===== config.mk =====
export PLATFORM = sky130hd
export DESIGN_NAME = rmln_top
export DESIGN_NICKNAME = d
export VERILOG_FILES = /design/src/rmln_pkg.sv /design/src/rmln_sync.sv /design/src/rmln_edge_req.sv /design/src/rmln_top.sv
export SDC_FILE = /design/constraint.sdc
export NUM_CORES = 1
export LEC_CHECK = 0
export ABC_AREA = 1
export ABC_CLOCK_PERIOD_IN_PS = 1700
export BUFFER_PORTS_ARGS = -buffer_cell sky130_fd_sc_hd__buf_2
export CAP_MARGIN = 20
export CORE_ASPECT_RATIO = 0.8
export CORE_UTILIZATION = 25
export CTS_CLUSTER_SIZE = 14
export DETAILED_ROUTE_END_ITERATION = 16
export GPL_ROUTABILITY_DRIVEN = 0
export SLEW_MARGIN = 0
export SYNTH_ARGS = -nofsm -noshare
export SYNTH_HDL_FRONTEND = slang
export SYNTH_SLANG_ARGS = --single-unit

===== constraint.sdc =====
create_clock -name ref_clk_i -period 1.7 [get_ports ref_clk_i]
set_clock_uncertainty 0.05 [all_clocks]
set_input_delay 0.085 -clock ref_clk_i [delete_from_list [all_inputs] [get_ports ref_clk_i]]
set_output_delay 0.085 -clock ref_clk_i [all_outputs]
set_load 0.02 [all_outputs]

===== src/rmln_pkg.sv =====
package rmln_pkg;

  // Register byte offsets
  localparam logic [3:0] REG_MODE_OFS   = 4'h0;
  localparam logic [3:0] REG_PLL_OFS    = 4'h4;
  localparam logic [3:0] REG_IRQCFG_OFS = 4'h8;
  localparam logic [3:0] REG_STATUS_OFS = 4'hC;

  // Field positions
  localparam int MODE_LSB       = 0;
  localparam int PLL_ON_POS     = 0;
  localparam int CFG_EDGE_A_POS = 0;
  localparam int CFG_EDGE_B_POS = 1;
  localparam int CFG_STOP_POS   = 2;
  localparam int ST_PINS_POS    = 0;
  localparam int ST_STOP_POS    = 3;
  localparam int ST_CLKON_POS   = 4;

  // Reset values
  localparam logic [2:0]  MODE_RST   = 3'h0;
  localparam logic        PLL_RST    = 1'b0;
  localparam logic [2:0]  CFG_RST    = 3'h0;
  localparam logic [31:0] UNMAPPED_RD = 32'h0000_0000;

  // Timing
  localparam int CLK_MHZ         = 250;
  localparam int HANDOVER_NS     = 16;
  localparam int HANDOVER_CYC    = (HANDOVER_NS * CLK_MHZ + 999) / 1000;
  localparam int STABLE_US       = 20;
  localparam int STABLE_CYC      = STABLE_US * CLK_MHZ;
  localparam logic [1:0] NMI_PRIO = 2'h3;

  typedef enum {
    ST_RESET,
    ST_HANDOVER,
    ST_RUN
  } rmln_phase_t;

  typedef struct packed {
    logic first;
    logic second;
    logic third;
  } rmln_mode_pins_t;

  typedef struct packed {
    logic       req_first;
    logic       req_second;
    logic       nmi;
    logic [1:0] nmi_prio;
  } rmln_irq_t;

endpackage : rmln_pkg


===== src/rmln_sync.sv =====
`timescale 1ns/1ps
`default_nettype none
module rmln_sync
  import rmln_pkg::*;
#(
  parameter int WIDTH = 5
) (
  input  wire logic             ref_clk_i,
  input  wire logic [WIDTH-1:0] async_i,
  output logic      [WIDTH-1:0] sync_o
);

  if (WIDTH < 1) begin : g_bad_width
    $error("rmln_sync: WIDTH must be at least 1");
  end

  logic [WIDTH-1:0] meta_ff;
  logic [WIDTH-1:0] sync_ff;

  // No reset: pins are sampled continuously so levels are valid at release
  always_ff @(posedge ref_clk_i) begin
    meta_ff <= async_i;
    sync_ff <= meta_ff;
  end

  assign sync_o = sync_ff;

endmodule : rmln_sync
`default_nettype wire


===== src/rmln_edge_req.sv =====
`timescale 1ns/1ps
`default_nettype none
module rmln_edge_req
  import rmln_pkg::*;
(
  input  wire logic ref_clk_i,
  input  wire logic rst_i,
  input  wire logic enable_i,
  input  wire logic edge_mode_i,
  input  wire logic level_n_i,
  output logic      req_o
);

  logic prev_ff;
  logic nxt_prev;
  logic req_ff;
  logic nxt_req;

  always_comb begin
    nxt_prev = level_n_i;
    nxt_req  = 1'b0;
    if (enable_i) begin
      if (edge_mode_i) begin
        nxt_req = prev_ff & ~level_n_i;
      end else begin
        nxt_req = ~level_n_i;
      end
    end
  end

  // Prev held high in reset, so a pin low at release gives an edge if enable_i is high
  always_ff @(posedge ref_clk_i) begin
    if (rst_i) begin
      prev_ff <= 1'b1;
      req_ff  <= 1'b0;
    end else begin
      prev_ff <= nxt_prev;
      req_ff  <= nxt_req;
    end
  end

  assign req_o = req_ff;

endmodule : rmln_edge_req
`default_nettype wire


===== src/rmln_top.sv =====
`timescale 1ns/1ps
`default_nettype none
// Operation
// - Hold reset state; three pins select mode
// - Latch three mode pins at reset release
// - Copy pll strap into pll on bit
// - Third pin becomes nmi after delay
// - Software may overwrite latched mode
// - Nmi fires on falling edge only
// - Nmi priority three, never masked
// - Synchronise pin requests to clock
// - Reset returns pins to mode select
// - First, second pins become requests A, B
// - Requests A, B level or edge selectable
// - Stop mode wake by request A
module rmln_top
  import rmln_pkg::*;
#(
  parameter int STABLE_CYCLES = STABLE_CYC
) (
  input  wire logic        ref_clk_i,
  input  wire logic        rst_i,
  input  wire logic        mode_select_first_i,
  input  wire logic        mode_select_second_i,
  input  wire logic        mode_select_third_i,
  input  wire logic        pll_strap_pin_i,
  input  wire logic [3:0]  avs_address_i,
  input  wire logic        avs_read_i,
  input  wire logic        avs_write_i,
  input  wire logic [31:0] avs_writedata_i,
  input  wire logic [3:0]  avs_byteenable_i,
  output logic [31:0]      avs_readdata_o,
  output logic             avs_waitrequest_o,
  output logic [2:0]       op_mode_o,
  output logic             pll_on_bit_o,
  output logic             in_reset_o,
  output logic             external_request_first_o,
  output logic             external_request_second_o,
  output logic             nmi_req_o,
  output logic [1:0]       nmi_prio_o,
  output logic             core_clk_en_o
);

  // Refused at elaboration: a zero count would never end a wake
  if (STABLE_CYCLES < 1) begin : g_bad_stable
    $error("rmln_top: STABLE_CYCLES must be at least 1");
  end
  if (HANDOVER_CYC < 1) begin : g_bad_handover
    $error("rmln_top: HANDOVER_CYC must be at least 1");
  end

  localparam int HCW = $clog2(HANDOVER_CYC + 1);
  localparam int SCW = $clog2(STABLE_CYCLES + 1);

  // Pin synchroniser
  logic [3:0]      pins_sync;
  rmln_mode_pins_t pins;
  logic            strap_s;

  rmln_sync #(
    .WIDTH (4)
  ) u_sync (
    .ref_clk_i (ref_clk_i),
    .async_i   ({pll_strap_pin_i, mode_select_first_i, mode_select_second_i, mode_select_third_i}),
    .sync_o    (pins_sync)
  );

  assign strap_s = pins_sync[3];
  assign pins    = rmln_mode_pins_t'(pins_sync[2:0]);

  // Phase control
  rmln_phase_t     phase_ff;
  rmln_phase_t     nxt_phase;
  logic [HCW-1:0]  hcnt_ff;
  logic [HCW-1:0]  nxt_hcnt;
  logic [2:0]      mode_ff;
  logic [2:0]      nxt_mode;
  logic            pll_ff;
  logic            nxt_pll;
  logic            wr_mode;
  logic            wr_pll;

  always_comb begin
    nxt_phase = phase_ff;
    nxt_hcnt  = hcnt_ff;
    nxt_mode  = mode_ff;
    nxt_pll   = pll_ff;
    unique case (phase_ff)
      ST_RESET: begin
        // First cycle out of reset: latch pins and strap
        nxt_mode  = {pins.third, pins.second, pins.first};
        nxt_pll   = strap_s;
        nxt_hcnt  = '0;
        nxt_phase = ST_HANDOVER;
      end
      ST_HANDOVER: begin
        nxt_hcnt = hcnt_ff + HCW'(1);
        if (hcnt_ff == HCW'(HANDOVER_CYC - 1)) begin
          nxt_phase = ST_RUN;
        end
      end
      ST_RUN: begin
        nxt_phase = ST_RUN;
      end
    endcase
    if (phase_ff != ST_RESET) begin
      if (wr_mode) begin
        nxt_mode = avs_writedata_i[MODE_LSB +: 3];
      end
      if (wr_pll) begin
        nxt_pll = avs_writedata_i[PLL_ON_POS];
      end
    end
  end

  always_ff @(posedge ref_clk_i) begin
    if (rst_i) begin
      phase_ff <= ST_RESET;
      hcnt_ff  <= '0;
      mode_ff  <= MODE_RST;
      pll_ff   <= PLL_RST;
    end else begin
      phase_ff <= nxt_phase;
      hcnt_ff  <= nxt_hcnt;
      mode_ff  <= nxt_mode;
      pll_ff   <= nxt_pll;
    end
  end

  logic irq_on;
  assign irq_on = (phase_ff == ST_RUN);

  // Interrupt configuration and stop mode
  logic [2:0]     cfg_ff;
  logic [2:0]     nxt_cfg;
  logic           stop_ff;
  logic           nxt_stop;
  logic           clkon_ff;
  logic           nxt_clkon;
  logic [SCW-1:0] scnt_ff;
  logic [SCW-1:0] nxt_scnt;
  logic           wr_cfg;
  rmln_irq_t      irq;

  rmln_edge_req u_req_first (
    .ref_clk_i   (ref_clk_i),
    .rst_i       (rst_i),
    .enable_i    (irq_on),
    .edge_mode_i (cfg_ff[CFG_EDGE_A_POS]),
    .level_n_i   (pins.first),
    .req_o       (irq.req_first)
  );

  rmln_edge_req u_req_second (
    .ref_clk_i   (ref_clk_i),
    .rst_i       (rst_i),
    .enable_i    (irq_on),
    .edge_mode_i (cfg_ff[CFG_EDGE_B_POS]),
    .level_n_i   (pins.second),
    .req_o       (irq.req_second)
  );

  // Edge mode tied on: nmi never level sensitive
  rmln_edge_req u_req_nmi (
    .ref_clk_i   (ref_clk_i),
    .rst_i       (rst_i),
    .enable_i    (irq_on),
    .edge_mode_i (1'b1),
    .level_n_i   (pins.third),
    .req_o       (irq.nmi)
  );

  assign irq.nmi_prio = NMI_PRIO;

  always_comb begin
    nxt_cfg   = cfg_ff;
    nxt_stop  = stop_ff;
    nxt_clkon = clkon_ff;
    nxt_scnt  = scnt_ff;
    // Wake runs the stabilisation count before clocks return
    if (stop_ff) begin
      if (scnt_ff != '0) begin
        nxt_scnt = scnt_ff - SCW'(1);
        if (scnt_ff == SCW'(1)) begin
          nxt_stop  = 1'b0;
          nxt_clkon = 1'b1;
        end
      end else if (irq_on && !pins.first) begin
        nxt_scnt = SCW'(STABLE_CYCLES);
      end
    end
    // Last, so a stop request beats a wake ending in the same cycle
    if (wr_cfg) begin
      nxt_cfg = avs_writedata_i[2:0];
      if (avs_writedata_i[CFG_STOP_POS] && irq_on) begin
        nxt_stop  = 1'b1;
        nxt_clkon = 1'b0;
        nxt_scnt  = '0;
      end
    end
  end

  always_ff @(posedge ref_clk_i) begin
    if (rst_i) begin
      cfg_ff   <= CFG_RST;
      stop_ff  <= 1'b0;
      clkon_ff <= 1'b1;
      scnt_ff  <= '0;
    end else begin
      cfg_ff   <= nxt_cfg;
      stop_ff  <= nxt_stop;
      clkon_ff <= nxt_clkon;
      scnt_ff  <= nxt_scnt;
    end
  end

  // Avalon slave: one wait cycle, answer on second cycle
  logic        ack_ff;
  logic        nxt_ack;
  logic [31:0] rdata_ff;
  logic [31:0] nxt_rdata;
  logic        req_any;
  logic        lane0;

  assign req_any = (avs_read_i || avs_write_i) && !ack_ff;
  assign lane0   = avs_byteenable_i[0];
  assign wr_mode = avs_write_i && ack_ff && lane0 && (avs_address_i == REG_MODE_OFS);
  assign wr_pll  = avs_write_i && ack_ff && lane0 && (avs_address_i == REG_PLL_OFS);
  assign wr_cfg  = avs_write_i && ack_ff && lane0 && (avs_address_i == REG_IRQCFG_OFS);

  always_comb begin
    nxt_ack   = req_any;
    nxt_rdata = rdata_ff;
    if (req_any && avs_read_i) begin
      nxt_rdata = UNMAPPED_RD;
      unique case (avs_address_i)
        REG_MODE_OFS:   nxt_rdata[MODE_LSB +: 3] = mode_ff;
        REG_PLL_OFS:    nxt_rdata[PLL_ON_POS] = pll_ff;
        REG_IRQCFG_OFS: nxt_rdata[2:0] = cfg_ff;
        REG_STATUS_OFS: begin
          nxt_rdata[ST_PINS_POS +: 3] = {pins.third, pins.second, pins.first};
          nxt_rdata[ST_STOP_POS]      = stop_ff;
          nxt_rdata[ST_CLKON_POS]     = clkon_ff;
        end
        default: nxt_rdata = UNMAPPED_RD;
      endcase
    end
  end

  always_ff @(posedge ref_clk_i) begin
    if (rst_i) begin
      ack_ff   <= 1'b0;
      rdata_ff <= UNMAPPED_RD;
    end else begin
      ack_ff   <= nxt_ack;
      rdata_ff <= nxt_rdata;
    end
  end

  assign avs_waitrequest_o         = (avs_read_i || avs_write_i) && !ack_ff;
  assign avs_readdata_o            = rdata_ff;
  assign op_mode_o                 = mode_ff;
  assign pll_on_bit_o              = pll_ff;
  assign in_reset_o                = (phase_ff == ST_RESET);
  assign external_request_first_o  = irq.req_first;
  assign external_request_second_o = irq.req_second;
  assign nmi_req_o                 = irq.nmi;
  assign nmi_prio_o                = irq.nmi_prio;
  assign core_clk_en_o             = clkon_ff;

endmodule : rmln_top
`default_nettype wire


==> out/qor.csv <==
metric;value;unit
status;finished clean;
cts-htree-levels;2;
path_clk_slew;0.06;ns
grt_max_degree;17;
grt_pass1_vias;1926;
grt_pass1_wl;9160;um
fmax;0.634;GHz
finalSetupTns;0;ns
core-area;0.00927;mm^2
drt_iter0_markers;103;
place.port_buffers;30;
start_kind;flip-flop;
cp-end-kind;flip-flop;
crit_start;phase_ff[0]$_SDFFE_PP0P_;
drive_gt1_share;18.2;%
yosysSeqAreaShare;38.5;%
nets;435;
die_h;90.4;um
holdPathStages;3;
cts_tree;built;
powerDensity;1080;mW/mm^2
rrSetupSlack;0.12;ns
reg2reg_depth;6;
clock_sinks;47;
cts_buffer_depth;2;
rsz0062_at_grt;false;
critical_path.max_fanout;6;
drc;0;
hold_violations;0;
fill_cells;956;
place.detailed.hpwl;4140;um
drt_wl_total;5390;um
ioPinCount;92;
leakagePower;0.00134;uW
fin_crit_sh;92.9;%
fp-row-count;31;
path_class;flip-flop to flip-flop;
ys_ff_latch;47;
grtUsageTotal;11.2;%
setup_viol;0;
final_common_cell;nand2_1;
avgSynthCellArea;7.20;um^2
synthDistinctLibCells;30;
viasPerCell;4.23;
timing.rr.start;phase_ff[0]$_SDFFE_PP0P_;
wl_per_cell;10.9;um
pre_cts_slack;0.109;ns
drv_cap;0;
numCtsBuffers;5;
layout_common_cells;nand2_1, dfxtp_1, nor2_1;
vias;2095;
root_buffer;clkbuf_16;
crit_path_end;op_mode_o[2]$_SDFF_PP0_;
cp.arrival;1.75;ns
fp.dieW;113;um
clk_latency;0.29;ns
reg2reg_to;op_mode_o[2]$_SDFF_PP0_;
whs;0.0221;ns
grt_overflow_total;0;
synth_area;0.00244;mm^2
worst-endpoint-required;1.87;ns
period_minus_slack;1.58;ns
die-area;0.0102;mm^2
drv_slew;0;
syn_to_final_growth;17.6;%
fin_ws;0.122;ns
yosysWarnings;0;
min_path_type;input pin to flip-flop;
grt_antenna_before_repair;0;
utilization;31.0;%
peakVddDrop;0.373;mV
drtPass1Iterations;5;
diodes;0;
netlist_instances;339;
ant_nets;0;
initial_utilization;26.3;%
## registers in the layout (all words and copies together), names as in the netlist
signal / cells
scnt_ff: 13
avs_readdata_o: 5
u_sync.meta_ff: 4
u_sync.sync_o: 4
cfg_ff: 3
hcnt_ff: 3
op_mode_o: 3
phase_ff: 2
ack_ff: 1
core_clk_en_o: 1
pll_on_bit_o: 1
stop_ff: 1
u_req_first.prev_ff: 1
u_req_first.req_o: 1
u_req_nmi.prev_ff: 1
u_req_nmi.req_o: 1
u_req_second.prev_ff: 1
u_req_second.req_o: 1
## worst max-delay path, cell delays in order (launching register included)
cell	delay, ns
dfxtp_1	0.33
inv_1	0.08
ha_1	0.27
or2_2	0.37
nor2_1	0.18
o21ai_0	0.11
nor2_1	0.11
## power by group
part / total [uW] / internal (uW) / switching (uW)
clock: 1250 / 843 / 406
combinational: 614 / 206 / 408
sequential: 1230 / 1190 / 42.8
## cells in the mapped netlist, drive strengths merged
| cell | instances | area share (%) |
|---|---|---|
| a21oi | 24 | 5.4 |
| buf | 31 | 9.6 |
| clkbuf | 4 | 1.0 |
| conb | 2 | 0.31 |
| dfxtp | 47 | 39 |
| ha | 8 | 4.1 |
| inv | 39 | 6.0 |
| mux2 | 1 | 0.46 |
| nand2 | 69 | 11 |
| nand3 | 20 | 4.3 |
| nand3b | 2 | 0.77 |
| nand4 | 8 | 2.0 |
| nor2 | 48 | 8.3 |
| nor3 | 8 | 1.6 |
| o211ai | 2 | 0.61 |
| o21ai | 19 | 3.9 |
| o21bai | 1 | 0.31 |
| or2 | 5 | 1.3 |
| xor2 | 1 | 0.36 |
## layout make-up
| cell class | instances | area (um^2) | area share [%] |
|---|---|---|---|
| multi-input combinational | 245 | 1210 | 42.1 |
| sequential | 47 | 941 | 32.8 |
| timing repair buffer | 41 | 243 | 8.45 |
| inverter | 39 | 146 | 5.10 |
| tap | 115 | 144 | 5.01 |
| clock buffer | 6 | 129 | 4.49 |
| clock inverter | 2 | 60.1 | 2.09 |
## how the worst min path moves through the flow
stage,to,startpoint,slack (ns)
detailed placement,u_sync.meta_ff[1]$_DFF_P_,mode_select_second_i,0.14
CTS,op_mode_o[0]$_SDFF_PP0_,avs_writedata_i[0],0.02
floorplan,u_sync.meta_ff[0]$_DFF_P_,mode_select_third_i,0.06
global placement,u_sync.meta_ff[2]$_DFF_P_,mode_select_first_i,0.14
global route,pll_on_bit_o$_SDFF_PP0_,avs_writedata_i[0],0.03
finish,pll_on_bit_o$_SDFF_PP0_,avs_writedata_i[0],0.02
## routing by layer
metal | vias up | GRT usage (%) | share of wire [%]
met3 | 7 | 2.21 | 4.3
met4 | 0 | 4.33 | 1.5
met5 | - | 0 | 0
li1 | 1100 | - | -
met2 | 60 | 16.0 | 39
met1 | 928 | 16.3 | 55
## cells by family (layout without fill, tap and decap cells)
group | count (synthesis) | in the layout | synth area share, %
buffers and inverters | 74 | 88 | 16.6
XOR/XNOR | 1 | 1 | 0.359
AND/OR/NAND/NOR | 160 | 160 | 29.5
flip-flops | 47 | 47 | 38.5
adder cells (fa/ha/maj) | 8 | 8 | 4.10
AO/OA/AOI/OAI | 46 | 46 | 10.2
multiplexers | 1 | 1 | 0.461
other | 2 | 29 | 0.307
## through the flow
step                      std cells  power, uW  cell area (um^2)
after floorplan                 366       1730              2540
after global placement          482       1850              2620
after detailed placement        482       1870              2620
after CTS                       494       3130              2850
after global routing            495       3270              2870
final                           495       3090              2870
## timing repair
item	4_1_cts	5_1_grt
gates resized for setup	0	4
setup endpoints to repair	0	7
endpoints found under the hold margin	4	0
hold buffers	4	0
buffers inserted	0	1
No activity file was read; power rests on OpenSTA's default activity.
